## src/rtl/tcc_consts.svh

```systemverilog
/*
 * Byte offsets, field positions, reset values and timing counts of the timer block.
 * Assumes an 8-bit register bus with one-cycle strobes.
 */
`ifndef TCC_CONSTS_SVH
`define TCC_CONSTS_SVH

// ----------------------------------------
// device byte offsets
// ----------------------------------------
`define TCC_A_CNT_LO 4'h0
`define TCC_A_CNT_HI 4'h1
`define TCC_A_CAP_LO 4'h2
`define TCC_A_CAP_HI 4'h3
`define TCC_A_CTRL_A 4'h4
`define TCC_A_CTRL_B 4'h5
`define TCC_A_FLAGS 4'h6
`define TCC_A_MASK 4'h7
`define TCC_A_CMP_CS 4'h8
`define TCC_A_PIN_CTL 4'h9

// ----------------------------------------
// field positions
// ----------------------------------------
`define TCC_B_FILT_EN 7
`define TCC_B_EDGE_RISE 6
`define TCC_F_OVF 0
`define TCC_F_CAP 5
`define TCC_C_CAP_SEL 2
`define TCC_C_CMP_OUT 5
`define TCC_P_DRIVE 0
`define TCC_P_OVERRIDE 1

// ----------------------------------------
// reset values and counts
// ----------------------------------------
`define TCC_RST_BYTE 8'h00
`define TCC_RST_WORD 16'h0000
`define TCC_MAX 16'hFFFF
`define TCC_TOP_8 16'h00FF
`define TCC_TOP_9 16'h01FF
`define TCC_TOP_10 16'h03FF
`define TCC_FILT_LEN 4

// ----------------------------------------
// host command register offsets and bits
// ----------------------------------------
`define TCC_H_ADDR 3'h0
`define TCC_H_DLO 3'h1
`define TCC_H_DHI 3'h2
`define TCC_H_CMD 3'h3
`define TCC_H_STAT 3'h4
`define TCC_H_RLO 3'h5
`define TCC_H_RHI 3'h6
`define TCC_H_ACK 3'h7
`define TCC_CMD_W16 0
`define TCC_CMD_R16 1
`define TCC_CMD_W8 2
`define TCC_CMD_R8 3
`define TCC_CMD_W16_LO 4

`endif

```

## src/rtl/tcc_pkg.sv

```systemverilog
/*
 * Types shared by both ends of the timer block.
 * Assumes tcc_consts.svh for all numbers.
 */
package tcc_pkg;

   typedef enum logic [2:0] {
      H_IDLE,
      H_WR_HI,
      H_WR_LO,
      H_RD_LO,
      H_RD_HI,
      H_RD_END
   } tcc_hstate_t;

   typedef struct packed {
      logic [15:0] cnt;
      logic [15:0] icr;
      logic [7:0] temp;
      logic [7:0] ctrl_a;
      logic [7:0] ctrl_b;
      logic [7:0] flags;
      logic [7:0] mask;
      logic cap_sel;
      logic [1:0] pin_ctl;
      logic [9:0] presc;
      logic pin_s1;
      logic pin_s2;
      logic cmp_s1;
      logic cmp_s2;
      logic ext_s1;
      logic ext_s2;
      logic ext_prev;
      logic [3:0] hist;
      logic filt;
      logic filt_prev;
      logic down;
      logic [7:0] rdata;
   } tcc_dev_t;

   typedef struct packed {
      tcc_hstate_t st;
      logic [3:0] addr;
      logic [7:0] dlo;
      logic [7:0] dhi;
      logic [7:0] rlo;
      logic [7:0] rhi;
      logic [7:0] rdata;
      logic [3:0] bus_addr;
      logic [7:0] bus_wdata;
      logic bus_wr;
      logic bus_rd;
      logic ack_ovf;
      logic ack_cap;
      logic rd_pend;
      logic [3:0] rd_addr;
   } tcc_host_t;

endpackage

```

## src/rtl/tcc_if.sv

```systemverilog
/*
 * Register bus between the host controller and the timer device.
 * Assumes both ends run on the same clock.
 */
`timescale 1ns/1ps

interface tcc_if;
   logic [3:0] addr;
   logic [7:0] wdata;
   logic wr;
   logic rd;
   logic [7:0] rdata;
   logic irq;
   logic ack_ovf;
   logic ack_cap;

   modport dev (input addr, input wdata, input wr, input rd, output rdata, output irq,
                input ack_ovf, input ack_cap);
   modport host (output addr, output wdata, output wr, output rd, input rdata, input irq,
                 output ack_ovf, output ack_cap);
endinterface

```

## src/rtl/tcc_device.sv

```systemverilog
/*
 * Timer device end: 16-bit counter, shared high-byte latch, input capture with filter.
 * Assumes one 20 MHz clock and a host that honours byte order on 16-bit accesses.
 */
// The register offsets and the plain strobed port were decided locally.
`timescale 1ns/1ps
`include "tcc_consts.svh"

module tcc_device (
   // clock and reset
   input wire logic SYS_CLK,
   input wire logic RSTN,
   // register bus
   tcc_if.dev BUS,
   // capture and tick sources
   input wire logic CAPTURE_PIN,
   input wire logic COMPARATOR_OUTPUT,
   input wire logic EXT_TICK_PIN,
   // counter state
   output logic TOP_HIT,
   output logic BOTTOM_HIT,
   output logic COUNT_DOWN
);

   tcc_pkg::tcc_dev_t s_q;
   tcc_pkg::tcc_dev_t s_d;
   logic [3:0] mode;
   logic [2:0] tsel;
   logic [15:0] top;
   logic icr_top;
   logic dual;
   logic fast;
   logic tick;
   logic ext_edge;
   logic src;
   logic edge_hit;
   logic cap_evt;
   logic ovf_evt;
   logic cnt_wr;

   // ----------------------------------------
   // mode decode
   // ----------------------------------------
   // split mode field
   assign mode = {s_q.ctrl_b[4:3], s_q.ctrl_a[1:0]};
   assign tsel = s_q.ctrl_b[2:0];
   assign icr_top = (mode == 4'h8) || (mode == 4'hA) || (mode == 4'hC) || (mode == 4'hE);
   assign dual = (mode == 4'h1) || (mode == 4'h2) || (mode == 4'h3) || (mode == 4'h8) ||
                 (mode == 4'h9) || (mode == 4'hA) || (mode == 4'hB);
   assign fast = (mode == 4'h5) || (mode == 4'h6) || (mode == 4'h7) || (mode == 4'hE) ||
                 (mode == 4'hF);

   always_comb begin
      case (mode)
         4'h1, 4'h5: top = `TCC_TOP_8;
         4'h2, 4'h6: top = `TCC_TOP_9;
         4'h3, 4'h7: top = `TCC_TOP_10;
         4'h8, 4'hA, 4'hC, 4'hE: top = s_q.icr;
         // no compare registers here, so their top modes run to max
         default: top = `TCC_MAX;
      endcase
   end

   // ----------------------------------------
   // tick select
   // ----------------------------------------
   assign ext_edge = (tsel[0]) ? (s_q.ext_s2 & ~s_q.ext_prev) : (~s_q.ext_s2 & s_q.ext_prev);

   always_comb begin
      case (tsel)
         3'h1: tick = 1'b1;
         3'h2: tick = (s_q.presc[2:0] == 3'h7);
         3'h3: tick = (s_q.presc[5:0] == 6'h3F);
         3'h4: tick = (s_q.presc[7:0] == 8'hFF);
         3'h5: tick = (s_q.presc == 10'h3FF);
         3'h6, 3'h7: tick = ext_edge;
         default: tick = 1'b0;
      endcase
   end

   // ----------------------------------------
   // capture source, filter and edge
   // ----------------------------------------
   // comparator or pin, after sync
   // port drive stands in for either source, pin or comparator
   assign src = s_q.pin_ctl[`TCC_P_OVERRIDE] ? s_q.pin_ctl[`TCC_P_DRIVE] :
                (s_q.cap_sel ? s_q.cmp_s2 : s_q.pin_s2);
   assign edge_hit = s_q.ctrl_b[`TCC_B_EDGE_RISE] ? (s_q.filt & ~s_q.filt_prev) :
                     (~s_q.filt & s_q.filt_prev);
   assign cap_evt = edge_hit & ~icr_top;
   assign cnt_wr = BUS.wr && (BUS.addr == `TCC_A_CNT_LO);

   // ----------------------------------------
   // next state
   // ----------------------------------------
   always_comb begin
      s_d = s_q;
      ovf_evt = 1'b0;
      s_d.presc = s_q.presc + 10'h001;
      s_d.pin_s1 = CAPTURE_PIN;
      s_d.pin_s2 = s_q.pin_s1;
      s_d.cmp_s1 = COMPARATOR_OUTPUT;
      s_d.cmp_s2 = s_q.cmp_s1;
      s_d.ext_s1 = EXT_TICK_PIN;
      s_d.ext_s2 = s_q.ext_s1;
      s_d.ext_prev = s_q.ext_s2;

      s_d.hist = {s_q.hist[2:0], src};
      if (!s_q.ctrl_b[`TCC_B_FILT_EN]) begin
         s_d.filt = src;
      end else if (s_q.hist == 4'hF) begin
         s_d.filt = 1'b1;
      end else if (s_q.hist == 4'h0) begin
         s_d.filt = 1'b0;
      end
      s_d.filt_prev = s_q.filt;

      if (tick) begin
         if (dual) begin
            if (!s_q.down) begin
               if (s_q.cnt >= top) begin
                  s_d.down = 1'b1;
                  s_d.cnt = s_q.cnt - 16'h0001;
               end else begin
                  s_d.cnt = s_q.cnt + 16'h0001;
               end
            end else if (s_q.cnt == `TCC_RST_WORD) begin
               s_d.down = 1'b0;
               s_d.cnt = s_q.cnt + 16'h0001;
            end else begin
               s_d.cnt = s_q.cnt - 16'h0001;
            end
         end else begin
            s_d.down = 1'b0;
            s_d.cnt = (s_q.cnt == top) ? `TCC_RST_WORD : s_q.cnt + 16'h0001;
         end
         if (dual) begin
            ovf_evt = (s_q.cnt == `TCC_RST_WORD);
         end else if (fast) begin
            ovf_evt = (s_q.cnt == top);
         end else begin
            ovf_evt = (s_q.cnt == `TCC_MAX);
         end
      end

      if (cap_evt) begin
         s_d.icr = s_q.cnt;
      end

      // register writes
      if (BUS.wr) begin
         case (BUS.addr)
            `TCC_A_CNT_HI, `TCC_A_CAP_HI: s_d.temp = BUS.wdata;
            // latch plus low byte at once
            `TCC_A_CNT_LO: s_d.cnt = {s_q.temp, BUS.wdata};
            `TCC_A_CAP_LO: begin
               if (icr_top) begin
                  s_d.icr = {s_q.temp, BUS.wdata};
               end
            end
            `TCC_A_CTRL_A: s_d.ctrl_a = {6'h00, BUS.wdata[1:0]};
            `TCC_A_CTRL_B: s_d.ctrl_b = {BUS.wdata[7:6], 1'b0, BUS.wdata[4:0]};
            `TCC_A_FLAGS: s_d.flags = s_q.flags & ~(BUS.wdata & 8'h21);
            `TCC_A_MASK: s_d.mask = BUS.wdata & 8'h21;
            `TCC_A_CMP_CS: s_d.cap_sel = BUS.wdata[`TCC_C_CAP_SEL];
            `TCC_A_PIN_CTL: s_d.pin_ctl = BUS.wdata[1:0];
            default: s_d.temp = s_q.temp;
         endcase
      end

      if (BUS.ack_cap) begin
         s_d.flags[`TCC_F_CAP] = 1'b0;
      end
      if (BUS.ack_ovf) begin
         s_d.flags[`TCC_F_OVF] = 1'b0;
      end
      // flag with capture, set wins over clear
      if (cap_evt) begin
         s_d.flags[`TCC_F_CAP] = 1'b1;
      end
      if (ovf_evt && !cnt_wr) begin
         s_d.flags[`TCC_F_OVF] = 1'b1;
      end

      // register reads, data one cycle later
      s_d.rdata = `TCC_RST_BYTE;
      if (BUS.rd) begin
         case (BUS.addr)
            `TCC_A_CNT_LO: begin
               s_d.rdata = s_q.cnt[7:0];
               s_d.temp = s_q.cnt[15:8];
            end
            `TCC_A_CAP_LO: begin
               s_d.rdata = s_q.icr[7:0];
               s_d.temp = s_q.icr[15:8];
            end
            `TCC_A_CNT_HI, `TCC_A_CAP_HI: s_d.rdata = s_q.temp;
            `TCC_A_CTRL_A: s_d.rdata = s_q.ctrl_a;
            `TCC_A_CTRL_B: s_d.rdata = s_q.ctrl_b;
            `TCC_A_FLAGS: s_d.rdata = s_q.flags;
            `TCC_A_MASK: s_d.rdata = s_q.mask;
            `TCC_A_CMP_CS: s_d.rdata = {2'h0, s_q.cmp_s2, 2'h0, s_q.cap_sel, 2'h0};
            `TCC_A_PIN_CTL: s_d.rdata = {6'h00, s_q.pin_ctl};
            default: s_d.rdata = `TCC_RST_BYTE;
         endcase
      end
   end

   always_ff @(posedge SYS_CLK) begin
      if (!RSTN) begin
         s_q <= '0;
      end else begin
         s_q <= s_d;
      end
   end

   // ----------------------------------------
   // outputs
   // ----------------------------------------
   // masked flags request interrupt
   assign BUS.irq = |(s_q.flags & s_q.mask);
   assign BUS.rdata = s_q.rdata;
   assign TOP_HIT = (s_q.cnt == top);
   assign BOTTOM_HIT = (s_q.cnt == `TCC_RST_WORD);
   assign COUNT_DOWN = s_q.down;

endmodule // tcc_device

```

## src/flat_wrapper.sv

```systemverilog
// flat-port wrapper written by rule: the top's interface ports become plain ports
module tcc_device_flat 
  (SYS_CLK, RSTN, CAPTURE_PIN, COMPARATOR_OUTPUT, EXT_TICK_PIN, TOP_HIT, BOTTOM_HIT, COUNT_DOWN, BUS_addr, BUS_wdata, BUS_wr, BUS_rd, BUS_rdata, BUS_irq, BUS_ack_ovf, BUS_ack_cap);
  tcc_if BUS_i ();
  input wire logic SYS_CLK;
  input wire logic RSTN;
  input wire logic CAPTURE_PIN;
  input wire logic COMPARATOR_OUTPUT;
  input wire logic EXT_TICK_PIN;
  output logic TOP_HIT;
  output logic BOTTOM_HIT;
  output logic COUNT_DOWN;
  input wire logic [$bits(BUS_i.addr)-1:0] BUS_addr;
  input wire logic [$bits(BUS_i.wdata)-1:0] BUS_wdata;
  input wire logic [$bits(BUS_i.wr)-1:0] BUS_wr;
  input wire logic [$bits(BUS_i.rd)-1:0] BUS_rd;
  output wire logic [$bits(BUS_i.rdata)-1:0] BUS_rdata;
  output wire logic [$bits(BUS_i.irq)-1:0] BUS_irq;
  input wire logic [$bits(BUS_i.ack_ovf)-1:0] BUS_ack_ovf;
  input wire logic [$bits(BUS_i.ack_cap)-1:0] BUS_ack_cap;
  assign BUS_i.addr = BUS_addr;
  assign BUS_i.wdata = BUS_wdata;
  assign BUS_i.wr = BUS_wr;
  assign BUS_i.rd = BUS_rd;
  assign BUS_rdata = BUS_i.rdata;
  assign BUS_irq = BUS_i.irq;
  assign BUS_i.ack_ovf = BUS_ack_ovf;
  assign BUS_i.ack_cap = BUS_ack_cap;
  tcc_device u_core (.SYS_CLK(SYS_CLK), .RSTN(RSTN), .BUS(BUS_i), .CAPTURE_PIN(CAPTURE_PIN), .COMPARATOR_OUTPUT(COMPARATOR_OUTPUT), .EXT_TICK_PIN(EXT_TICK_PIN), .TOP_HIT(TOP_HIT), .BOTTOM_HIT(BOTTOM_HIT), .COUNT_DOWN(COUNT_DOWN));
endmodule
```

## config.mk

```make
export PLATFORM = sky130hd
export DESIGN_NAME = tcc_device_flat
export DESIGN_NICKNAME = d
export VERILOG_FILES = /design/src/rtl/tcc_pkg.sv /design/src/rtl/tcc_if.sv /design/src/rtl/tcc_device.sv /design/src/flat_wrapper.sv
export VERILOG_INCLUDE_DIRS = /design/src /design/src/rtl
export SDC_FILE = /design/constraint.sdc
export NUM_CORES = 1
export LEC_CHECK = 0
export BUFFER_PORTS_ARGS = -buffer_cell sky130_fd_sc_hd__buf_2
export CORE_ASPECT_RATIO = 0.8
export CORE_UTILIZATION = 50
export CTS_CLUSTER_DIAMETER = 40
export DETAILED_ROUTE_END_ITERATION = 16
export GPL_TIMING_DRIVEN = 0
export PLACE_DENSITY = 0.68
export SETUP_SLACK_MARGIN = 0.15
export SYNTH_ARGS = -nofsm -noshare
export SYNTH_HDL_FRONTEND = slang
export SYNTH_SLANG_ARGS = --single-unit
```

## constraint.sdc

```tcl
create_clock -name SYS_CLK -period 6.9 [get_ports SYS_CLK]
set_clock_uncertainty 0.05 [all_clocks]
set_input_delay 0.345 -clock SYS_CLK [delete_from_list [all_inputs] [get_ports SYS_CLK]]
set_output_delay 0.345 -clock SYS_CLK [all_outputs]
set_load 0.05 [all_outputs]
```

### Word-level counts from Yosys, hierarchy flattened

Index checks and enable logic that the tools add are counted.

* add/sub/neg operators: 3
* multiply operators: 0
* divide/modulo/power cells: 0
* $lt $le $gt $ge: 1
* equal/unequal tests: 37
* shifts and indexed selects: 0
* muxes and demuxes: 41
* bitwise gates (word level): 13
* reductions and logical operators: 39

Operator list (count)
* $mux W16: 10
* $mux W75: 1
* $pmux W8 S9: 1
* $pmux W16 S4: 1
* $eq A4 B4 Y1 const B: 10
* $mux W8: 4
* $eq A4 B3 Y1 const B: 7
* $mux W1: 19
* $reduce_and A2 Y1: 9
* $add A16 B1 Y16 const B: 1
* $eq A16 B16 Y1: 1
* $eq A16 B16 Y1 const B: 1
* $eq A4 B2 Y1 const B: 4
* $ge A16 B16 Y1: 1
* $logic_not A16 Y1: 1
* $pmux W8 S2: 1
* $sub A16 B1 Y16 const B: 1
* $eq A3 B3 Y1 const B: 5
* $logic_or A1 B1 Y1: 13
* $reduce_bool A3 Y1: 4
* $add A10 B1 Y10 const B: 1
* $eq A10 B10 Y1 const B: 1
* $reduce_or A2 Y1: 5
* $and A8 B6 Y8: 1
* 18 further kinds: 31

* register bits: 94
* latch bits: 0
* RAM bits: 0
* ROM bits: 0
* bits of input ports: 21
* output and inout port bits: 12
* logic and storage cells: 158
* memories kept: 0

### Longest topological paths before layout

* depth in word-level cells: 13
* depth in mapped cells: 14
* gate-level depth less buffers: 11

### Least setup slack after synthesis

OpenSTA, ideal clock, no wires.

* path kind: register to register
* start point: register u_core.s_q (netlist bit u_core.mode[0])
* end point: register u_core.s_q[101] (netlist name)
* library setup time: 78 ps
* arrival time: 3493 ps
* required time: 6772 ps
* slack: 3280 ps
* stages on the path, launching flop included: 15
* path buffers: 3
* clock period less this slack: 3620 ps
* path through: dfxtp_1 > clkbuf_1 > nand2b_1 > clkbuf_1 > o21ai_0 > ha_1 > nand4_2 > nor2_1 > or4_4 > or4_1 > buf_6 > nand2_8 > mux2_2 > o211a_1 > nor3_1

* cells in the longest elaborated chain, start to end: 11
* elaborated cells between the ends (all ways): 32
* those cells by class: order compare (1); eq/ne (13); mux (8); reduce/logical (10)

RTL lines
* start: declaration: line tcc_device.sv:25 `tcc_pkg::tcc_dev_t s_q;`
* start signal: assignment: line tcc_device.sv:211 `s_q <= '0;`
* start signal: assignment: line tcc_device.sv:213 `s_q <= s_d;`
* parallel branches: the longest is 7 deep, another holds $ge A16 B16 Y1
* $mux W16 (*): line tcc_device.sv:119 `if (dual) begin`
* $mux W16 (*): line tcc_device.sv:118 `if (tick) begin`
* $mux W16: line tcc_device.sv:152 `case (BUS.addr)`
* $mux W75 (*): line tcc_device.sv:151 `if (BUS.wr) begin`

Every way passes the cells marked *. The select of a mux whose other input is x is not followed.
A chain may end at the register's enable or synchronous reset.

### Worst setup path after layout

* start point: register u_core.s_q (netlist bit u_core.mode[0])
* end point: register u_core.s_q[99] (netlist name)

Same word-level chain as after synthesis.

==> metrics.md <==
| Metric | Value |
|---|---|
| Status | `complete, no violations` |
| Startpoint types | `flip-flop` |
| Die W | `116 um` |
| DRT iter0 DRCs | `632` |
| Post-synthesis area per instance | `8.06 sq um` |
| H-tree Lvls | `3` |
| Lkg Pwr | `2.23 nW` |
| Maxcap violations | `0` |
| Longest Clk Path Bufs | `2` |
| Proportion of netlist area held by the largest area contributor | `33.7%` |
| Final Cycle Share | `66.7%` |
| Relative slew slack | `37.7%` |
| Sequential area share after synthesis | `33.7%` |
| Initial antenna violation count | `0` |
| CTS Hold Bufs | `0` |
| Final setup vio count | `0` |
| Port Buffers | `30` |
| WP data arrival | `4.76 ns` |
| Yosys warns | `0` |
| HPWL Detailed | `12,900 um` |
| Fin. Hold Viols | `0` |
| Count of different cell masters after synthesis | `63` |
| Syn nets | `691` |
| WL final | `16,800 um` |
| Final ANT Viol Nets | `0` |
| Max Fclk | `0.217 GHz` |
| Post-layout minimum cycle time | `4.60 ns` |
| Gr busiest metal | `met2` |
| Area Growth Syn to Fin | `11.9%` |
| Top cells by area, synth | `dfxtp_1 (34%), mux2i_1 (9.4%), nor2_1 (5.6%)` |
| CP Max Fanout | `10` |
| Via count | `5,258` |
| DRC errors left | `0` |
| Met3 Use GR | `10.4%` |
| FFs w/ async S/R, synth | `0%` |
| Cells after Synth | `649` |
| Hold crit path type | `in -> reg` |
| Largest net degree at the start of global routing | `16` |
| Cts bufs inserted | `9` |
| Seq cells post-synth | `88` |
| Worst skew pair latency | `0.35 ns` |
| Detailed-route wire length per cell | `20.2 um` |
| RSZ-0062 raised after global routing | `no` |
| Yosys top cell by area | `dfxtp_1` |
| CP endpoint kind | `flip-flop` |
| Main synth FF type | `dfxtp_1` |
| Tightest Pin Transition | `0.923 ns` |
| Layout cell share with drive strength beyond 1 | `11.1%` |
| Synth Cell Area | `5230 sq um` |
| Most numerous cell in the Yosys netlist | `dfxtp_1` |
| Worst hold slack | `0.150 ns` |
| Via-to-Cell Ratio | `6.33` |
| Rows | `32` |
| # nets final | `732` |
| GRT overflow | `0` |
| Worst path required time | `7.06 ns` |
| Pwr/cell area | `195 nW/um^2` |
| First-pass GRT wire length | `26,000 um` |
| Vias in the first global route | `4,794` |
| Critical path class | `reg -> reg` |
| Io pins | `33` |
| Post-CTS Setup Bufs | `0` |
| Total negative slack | `0 ns` |
| Final Max Slew Viols | `0` |
| Worst VDD drop | `144 uV` |
| Number of synthesized flops with an enable pin | `0` |
| Initial core utilization | `52.9%` |
| Root Driver | `clkbuf_16` |
| RD Place Congestion | `0.929` |
| Flop2flop setup slack | `2.30 ns` |
| Die area | `10,900 sq um` |
| CTS clk-pin slew, worst paths | `0.06 ns` |
| # fillers | `944` |
| CTS tree | `yes` |
| Ant diodes | `0` |
| Synth top cells by count | `dfxtp_1 (88), nor2_1 (78), nand2_1 (52), mux2i_1 (49), a21oi_1 (42)` |
| Core area | `9890 sq um` |
| GRT Total Usage | `32.5%` |
| GR met1 Demand/Resource | `46.0%` |
| Die Y | `93.5 um` |
| CTS resizes | `0` |
| Routing usage on met2 | `46.4%` |
| DRT Pass-1 Iters | `7` |
| Clock sinks | `88` |
per-stage QoR:
stage	area (sq um)	worst slack (ns)	std cells	power, mW	util, %
6_report	5850	2.30	831	1.14	59.2
5_1_grt	5850	1.95	831	1.18	59.2
4_1_cts	5850	2.38	831	1.14	59.2
3_5_place_dp	5550	2.41	815	0.662	56.1
3_3_place_gp	5550	2.51	815	0.659	56.1
2_1_floorplan	5230	3.28	649	0.618	-
kinds of logic (layout without fill, tap and decap cells):
family | after synthesis | after routing | share of synthesized area, %
XOR/XNOR | 9 | 9 | 1.51
adder cells (fa/ha/maj) | 21 | 21 | 5.02
buffers and inverters | 62 | 108 | 5.29
AND/OR/NAND/NOR | 263 | 263 | 25.1
multiplexers | 57 | 57 | 11.1
AO/OA/AOI/OAI | 149 | 149 | 18.3
flip-flops | 88 | 88 | 33.7
power by group:
part / internal [mW] / switching, mW
Sequential: 0.517 / 0.0121
Combinational: 0.0404 / 0.0855
Clock: 0.277 / 0.211
Total: 0.835 / 0.309
critical path, cell delays in order (launching register included):
cell and delay [ns]:
dfxtp_1 0.31, clkbuf_1 0.38, nand2b_1 0.30, clkbuf_1 0.44
o21ai_0 0.17, ha_1 0.36, nand4_2 0.17, or4_4 0.62
a221oi_2 0.31, nor4_1 0.17, nor2_1 0.24, buf_2 0.30
mux2i_1 0.27, mux2i_1 0.23, o211ai_1 0.12
path summary, 6_finish.rpt:
kind                                   startpoint              to  depth (start not counted)
worst max register to register     u_core.mode[0]  u_core.s_q[99]                         14
worst min register to register     u_core.s_d[18]  u_core.s_q[18]                          1
worst min-delay path            COMPARATOR_OUTPUT  u_core.s_d[18]                          2
worst max-delay path               u_core.mode[0]  u_core.s_q[99]                         14
layout make-up:
cell class,count,area (sq um),share of cell area (%)
clock inverter,4,33.8,0.577
tap,136,170,2.91
inverter,11,41.3,0.706
clock buffer,12,267,4.56
timing repair buffer,30,150,2.57
sequential,88,1760,30.1
buffer,51,235,4.02
multi-input combinational,499,3190,54.6
routing by layer:
layer / wire [um] / vias to the layer above
met5: 0 / -
met4: 329 / 0
met3: 1830 / 25
met2: 6970 / 279
met1: 7690 / 2507
li1: - / 2447
placed cells by master, fill, tap and decap left out, types with 4 or more instances in the layout:
| cell type | n |
|---|---|
| a31oi_1 | 6 |
| buf_4 | 9 |
| nand2_1 | 52 |
| clkbuf_1 | 35 |
| nor2b_1 | 4 |
| a211oi_1 | 17 |
| a222oi_1 | 5 |
| nand4_1 | 7 |
| and2_1 | 16 |
| mux2_2 | 8 |
| buf_1 | 4 |
| o211ai_1 | 6 |
| mux2i_1 | 49 |
| nand3_1 | 37 |
| nand2b_1 | 6 |
| ha_1 | 21 |
| or3_1 | 9 |
| and3_1 | 8 |
| xnor2_1 | 5 |
| buf_2 | 32 |
| xor2_1 | 4 |
| a21oi_1 | 42 |
| nand3b_1 | 4 |
| dfxtp_1 | 88 |
| o22ai_1 | 12 |
| o21ai_0 | 35 |
| inv_1 | 11 |
| nor2_1 | 78 |
| clkbuf_16 | 9 |
| nor3_1 | 20 |
registers in the layout, summed over array words and instances, names as in the netlist:
| signal | cells |
|---|---|
| u_core.BUS.rdata | 8 |
| u_core.COUNT_DOWN | 1 |
| u_core.mode | 4 |
| u_core.s_d | 8 |
| u_core.s_q | 67 |
Note: power is estimated with default switching activity, not from simulation.
